[config.mk]
export PLATFORM = sky130hd
export DESIGN_NAME = dpeiu_top
export DESIGN_NICKNAME = d
export VERILOG_FILES = /design/src/dpeiu_pkg.sv /design/src/dpeiu_event_flag.sv /design/src/dpeiu_top.sv
export SDC_FILE = /design/constraint.sdc
export NUM_CORES = 1
export LEC_CHECK = 0
export ABC_AREA = 1
export BUFFER_PORTS_ARGS = -buffer_cell sky130_fd_sc_hd__buf_2
export CORE_ASPECT_RATIO = 0.7
export CORE_MARGIN = 10
export CORE_UTILIZATION = 54
export CTS_CLUSTER_DIAMETER = 50
export DETAILED_ROUTE_END_ITERATION = 10
export PLACE_DENSITY = 0.85
export SETUP_SLACK_MARGIN = 0.1
export SYNTH_ARGS = -nofsm -noshare
export SYNTH_HDL_FRONTEND = slang
export SYNTH_HIERARCHICAL = 1
export SYNTH_SLANG_ARGS = --single-unit
[constraint.sdc]
create_clock -name mclk -period 2.5 [get_ports mclk]
set_input_delay 0.5 -clock mclk [delete_from_list [all_inputs] [get_ports mclk]]
set_output_delay 0.5 -clock mclk [all_outputs]
set_load 0.01 [all_outputs]
[src/dpeiu_pkg.sv]
// dpeiu_pkg: offsets, field positions and reset values for the loop event
// interrupt unit; shared by the unit top and its event flag cell.
package dpeiu_pkg;
    localparam int DPEIU_ADDR_W = 16;
    localparam int DPEIU_DATA_W = 16;
    // register offsets on the host port
    localparam logic [15:0] DPEIU_OFS_FLAGS = 16'h0066;
    localparam logic [15:0] DPEIU_OFS_MASK = 16'h0067;
    localparam logic [15:0] DPEIU_OFS_CLEAR = 16'h0068;
    localparam logic [15:0] DPEIU_OFS_FAIL = 16'h0069;
    // event bit positions in flags, mask and clear words
    localparam int DPEIU_BIT_LOCK = 3;
    localparam int DPEIU_BIT_REF = 2;
    localparam int DPEIU_BIT_HOLD = 1;
    // values after reset
    localparam logic [15:0] DPEIU_MASK_RST = 16'h0001;
    localparam logic [15:0] DPEIU_WORD_RST = 16'h0000;
    // timing mode codes seen from the loop
    localparam logic [1:0] DPEIU_MODE_PHASE_HOLD = 2'h0;
    localparam logic [1:0] DPEIU_MODE_HOLDOVER = 2'h2;
endpackage : dpeiu_pkg

[src/dpeiu_event_flag.sv]
// dpeiu_event_flag: sticky flag raised when a watched level changes.
// assumes the watched level comes from logic on mclk, so no synchroniser.
`timescale 1ns/1ps
module dpeiu_event_flag
    import dpeiu_pkg::*;
#(
    parameter int W = 1
) (
    input wire logic mclk,
    input wire logic reset,
    input wire logic arm,
    input wire logic [W-1:0] level_in,
    input wire logic clear,
    output logic flag,
    output logic changed
);
    logic [W-1:0] prev_reg;
    logic flag_reg;
    logic flag_next;

    // no event until prev holds a real sample, avoids a false one at reset
    assign changed = arm && (level_in != prev_reg);
    // set beats clear in the same cycle
    assign flag_next = changed || (flag_reg && !clear);
    assign flag = flag_reg;

    always_ff @(posedge mclk or posedge reset) begin
        if (reset) begin
            prev_reg <= '0;
            flag_reg <= 1'b0;
        end else begin
            prev_reg <= level_in;
            flag_reg <= flag_next;
        end
    end
endmodule : dpeiu_event_flag

[src/dpeiu_top.sv]
// dpeiu_top: event flags, interrupt mask, clear strobes and reference
// failure status of the clock recovery loop, on the parallel host port.
// assumes loop status and period check results are synchronous to mclk.
//
// Function
// - the interrupt output is active while any flag is set and its mask bit is low.
// - writing a one to a clear bit drops the flag in that position.
// - the lock change flag sits at bit 3 of the flag word.
// - the flag word is read only, holds the holdover flag at bit 1, and writes leave it alone.
// - unused bits of the flag word read as zero.
// - the mask word is read/write, bits 3, 2 and 1 mask lock, reference and holdover events.
// - clear word bits 3 to 1 strobe clears of the flags in the same positions.
// - the failure status word at 0069 is read only, one nibble per reference, reference 3 on top.
// - any change of the lock status sets the lock change flag.
// - any change of the selected reference sets the reference change flag at bit 2.
// - entering or leaving holdover or phase hold sets the holdover flag; a move between those two modes does not.
`timescale 1ns/1ps
module dpeiu_top
    import dpeiu_pkg::*;
(
    input wire logic mclk,
    input wire logic reset,
    input wire logic [DPEIU_ADDR_W-1:0] host_addr,
    input wire logic [DPEIU_DATA_W-1:0] host_wdata,
    input wire logic host_wr,
    input wire logic host_rd,
    output logic [DPEIU_DATA_W-1:0] host_rdata,
    output logic irq_out,
    input wire logic lock_status,
    input wire logic [1:0] selected_ref,
    input wire logic [1:0] timing_mode,
    input wire logic [15:0] period_fail_raw,
    input wire logic [15:0] period_check_mask
);
    logic arm_reg;
    logic [15:0] mask_reg;
    logic [15:0] fail_reg;
    logic [15:0] rdata_reg;
    logic irq_reg;
    logic lock_change_flag;
    logic reference_change_flag;
    logic holdover_event_flag;
    logic lock_changed;
    logic ref_changed;
    logic hold_changed;
    logic in_hold;

    // address decode
    wire hit_flags = (host_addr == DPEIU_OFS_FLAGS);
    wire hit_mask = (host_addr == DPEIU_OFS_MASK);
    wire hit_clear = (host_addr == DPEIU_OFS_CLEAR);
    wire hit_fail = (host_addr == DPEIU_OFS_FAIL);
    wire [15:0] flag_clear_strobes = (host_wr && hit_clear) ? host_wdata : 16'h0000;
    wire [15:0] flags_word = {12'h000, lock_change_flag, reference_change_flag,
        holdover_event_flag, 1'b0};
    wire [3:1] pending = flags_word[3:1] & ~mask_reg[3:1];
    wire [15:0] fail_next = period_fail_raw & ~period_check_mask;
    // unmapped and write-only offsets read as zero
    wire [15:0] rd_mux = hit_flags ? flags_word :
        hit_mask ? mask_reg :
        hit_fail ? fail_reg : 16'h0000;

    // phase hold counts as holdover for the event
    assign in_hold = (timing_mode == DPEIU_MODE_HOLDOVER) ||
        (timing_mode == DPEIU_MODE_PHASE_HOLD);

    // one cell per event; sticky until its clear strobe
    dpeiu_event_flag #(.W(1)) u_lock (
        .mclk(mclk),
        .reset(reset),
        .arm(arm_reg),
        .level_in(lock_status),
        .clear(flag_clear_strobes[DPEIU_BIT_LOCK]),
        .flag(lock_change_flag),
        .changed(lock_changed)
    );
    dpeiu_event_flag #(.W(2)) u_ref (
        .mclk(mclk),
        .reset(reset),
        .arm(arm_reg),
        .level_in(selected_ref),
        .clear(flag_clear_strobes[DPEIU_BIT_REF]),
        .flag(reference_change_flag),
        .changed(ref_changed)
    );
    dpeiu_event_flag #(.W(1)) u_hold (
        .mclk(mclk),
        .reset(reset),
        .arm(arm_reg),
        .level_in(in_hold),
        .clear(flag_clear_strobes[DPEIU_BIT_HOLD]),
        .flag(holdover_event_flag),
        .changed(hold_changed)
    );

    // register file; writes to flag and status words are ignored
    always_ff @(posedge mclk or posedge reset) begin
        if (reset) begin
            arm_reg <= 1'b0;
            mask_reg <= DPEIU_MASK_RST;
            fail_reg <= DPEIU_WORD_RST;
            rdata_reg <= DPEIU_WORD_RST;
            irq_reg <= 1'b0;
        end else begin
            arm_reg <= 1'b1;
            if (host_wr && hit_mask) begin
                mask_reg <= host_wdata;
            end
            fail_reg <= fail_next;
            irq_reg <= |pending;
            if (host_rd) begin
                rdata_reg <= rd_mux;
            end
        end
    end

    assign host_rdata = rdata_reg;
    assign irq_out = irq_reg;
endmodule : dpeiu_top
# Word-level counts from Yosys, hierarchy flattened
# Index checks and enable logic that the tools add are counted.
# word_totals
reg_bits,57
in_bits,73
out_inout_bits,17
elab_cells,44
# op_classes
eq_ne,8
mux,4
bitwise,4
n_reduce_logical,17
# op_table
cell,n
$eq A16 B7 Y1 const B,4
$mux W16,3
$and A16 B16 Y16,1
$not A16 Y16,1
$logic_and A1 B1 Y1,8
$logic_or A1 B1 Y1,4
$mux W4,1
$and A3 B3 Y3,1
$logic_not A1 Y1,3
$not A3 Y3,1
$reduce_or A3 Y1,1
$eq A2 B2 Y1 const B,1
$logic_not A2 Y1,1
$ne A1 B1 Y1,2
$ne A2 B2 Y1,1

# Longest topological paths before layout
# logic_depth
ltp_word,6
mapped_depth,9
ltp_nobuf,9

# By module
# Netlist, hierarchy kept.
# modules_own_cells
module,instances,cells_each,area_per_inst_um2
dpeiu_top,1,283,2381.0
dpeiu_event_flag (u_hold ...),2,12,93.8
dpeiu_event_flag (u_ref),1,20,138.9

# Worst setup path after synthesis
# OpenSTA, ideal clock, no wires.
# synth_timing
path_type,input-to-reg
startpoint,input host_addr[15]
endpoint,register mask_reg[2]
setup_time_ns,0.117
arrival_time_ns,1.264
required_ns,2.383
path_slack_ns,1.119
stages,7
path_buffers,1
path_cell_list,nor2_1 -> nand2_2 -> nor2_8 -> nand3_4 -> buf_6 -> nand2_1 -> o21ai_2
# synth_via
elab_chain_cells,2
# synth_lines
element,line,source
start: declaration,dpeiu_top.sv:23,"input wire logic [DPEIU_ADDR_W-1:0] host_addr,"
$eq A16 B7 Y1,dpeiu_top.sv:50,wire hit_mask = (host_addr == DPEIU_OFS_MASK);
$logic_and A1 B1 Y1,dpeiu_top.sv:106,if (host_wr && hit_mask) begin
end signal: assignment,dpeiu_top.sv:107,mask_reg <= host_wdata;
end: declaration,dpeiu_top.sv:36,logic [15:0] mask_reg;
# No other way between the ends.
# A chain may end at the register's enable or synchronous reset.

# Final worst setup path
# layout_timing
startpoint,input host_addr[4]
endpoint,register mask_reg[9]
# Same word-level chain as after synthesis.

==> impl_results.md <==
- DRT antenna net count: 0
- I/O pin count: 90
- Routed WL: 6766 microns
- Fraction of layout cells with a size suffix above 1: 32.22%
- TritonCTS buffer count: 9
- Clock Latency Late Sink: 0.33 ns
- Period utilisation layout: 64.72%
- Mapped Area: 2696 sq um
- Core box area: 4808 sq um
- CTS tree: built
- RSZ-0062 raised after global routing: no
- Die ar.: 8265 sq um
- CP max FO: 32
- Crit-path cells: buf_2 -> nor2_2 -> nand2_2 -> nor2_8 -> nand3_4 -> nand2_1 -> o21ai_2
- Hold-fix buffers, CTS: 0
- Peak supply drop: 400.3 uV
- Syn Inst Count: 324
- Crit. End Element: flop
- Vias per cell: 4.730
- Fmax achieved: 0.6181 GHz
- Data arrival, critical path: 1.82 ns
- Setup TNS: 0 ns
- Setup CP Type: input port to flop
- Final min period: 1.618 ns
- DP HPWL: 5043 microns
- Critical path's largest stage delay: 0.40 ns
- Inst Count DP: 472
- Max Slew Vio Count: 0
- DR DRC count: 0
- Antenna Cells: 0
- Port bufs: 88
- Initial antenna violation count: 0
- Longest Clk Path Bufs: 2
- GP Congestion: 0.8184
- DR WL/cell: 13.86 microns
- First-pass GRT wire length: 11050 microns
- R2R Setup Slk: 1.61 ns
- Nets: 487
- Initial core utilization: 56.08%
- Hold Crit Class: input port to async pin
- Row cnt: 21
- Slew @ Worst Pin: 0.5477 ns
- Largest net degree at the start of global routing: 36
- Die W: 104.5 microns
- Clock-pin slew on the worst setup and hold paths: 0.06 ns
- Final Skew: 0.005579 ns
- Setup violations, final: 0
- Syn Nets: 397
- PostCTS Resize Cnt: 0
- Startpoint Class: input port
- Leak: 2.055 nW
- Root buf cell: clkbuf_8
- CP max stage cell: nand3_4
- Die height: 79.12 microns
- Total track usage: 16.30%
- DR iter-0 viols: 162
- Final std cells w/o fill: 488
- Rel. slew slack: 63.43%
- Vias in the first global route: 2412
- PwrDens: 575.3 nW/um^2
- Status: complete, no violations
- Post-CTS Setup Inserts: 0
- Syn_area_per_cell: 8.322 sq um
- Htree depth: 3
- Gr ovfl total: 0
- MaxCap Viol Count: 0
- Area Overhead vs Synth: 24.50%
- Clock sink count: 57
- Via count: 2308
- YS warnings: 6
- Final Hold Fails: 0
- Worst Path Required: 2.70 ns
- TritonRoute pass-1 iters: 4
- Layout fillers: 386
==> where the power goes <==
group          switching [mW]  total [mW]  internal [mW]
sequential            0.00672       0.947          0.940
combinational          0.0772       0.136         0.0586
clock                   0.337       0.849          0.512
==> layer usage <==
layer / track usage [%] / vias to the layer above / share of wire (%)
li1: - / 1157 / -
met1: 19.81 / 1050 / 43
met2: 25.97 / 91 / 48
met3: 7.016 / 10 / 8.0
met4: 4.709 / 0 / 1.2
met5: 0 / - / 0
==> placed cells by master, fill, tap and decap left out <==
cell       count
nand2_1      101
buf_2         88
dfrtp_1       56
inv_1         55
nand3_1       38
nor2_1        28
o21ai_2       16
clkbuf_8      11
inv_2          3
nand2_2        3
nor2_2         2
nor2_8         2
clkbuf_1       2
clkinv_2       2
nand3_2        2
nor2_4         1
nand3_4        1
nor3_1         1
nand4_1        1
o221ai_1       1
conb_1         1
bufinv_16      1
dfstp_2        1
buf_4          1
buf_12         1
==> critical path, delay by kind of cell <==
| kind | cells | cell delay [ns] |
|---|---|---|
| AO/OA/AOI/OAI | 1 | 0.07 |
| buffers and inverters | 1 | 0.10 |
| AND/OR/NAND/NOR | 5 | 1.15 |
==> stage by stage <==
stage	power (mW)	setup slack, ns	hold slack (ns)	utilization, %	cell area (sq um)
6_report	1.931	0.8821	0.05296	69.82	3357
5_1_grt	2.007	0.7845	0.04326	69.82	3357
3_5_place_dp	1.100	0.5624	0.3949	65.68	3158
3_3_place_gp	1.093	0.5985	0.3923	65.68	3158
2_1_floorplan	1.024	0.8005	0.2412	-	2696
4_1_cts	1.943	0.8767	0.04286	69.82	3357
==> layout make-up <==
type	instances	area, sq um	area share, %
Clock buffer	13	158.9	4.733
Clock inverter	3	40.04	1.193
Inverter	58	217.7	6.485
Multi-Input combinational cell	198	958.4	28.55
Sequential cell	57	1428	42.53
Tap cell	69	86.33	2.572
Timing Repair Buffer	90	467.9	13.94
==> worst paths after layout <==
path / start / endpoint / depth (start not counted)
setup / recovery: host_addr[4] / mask_reg[9] / 7
hold / removal: reset / u_hold/prev_reg / 2
setup reg to reg: mask_reg[0] / host_rdata[0] / 4
hold reg to reg: host_rdata[12] / host_rdata[12] / 2
max in group asynchronous: reset / mask_reg[0] / 3
min in group mclk: selected_ref[1] / u_ref/prev_reg[1] / 1
(Power assumes the default switching activity.)
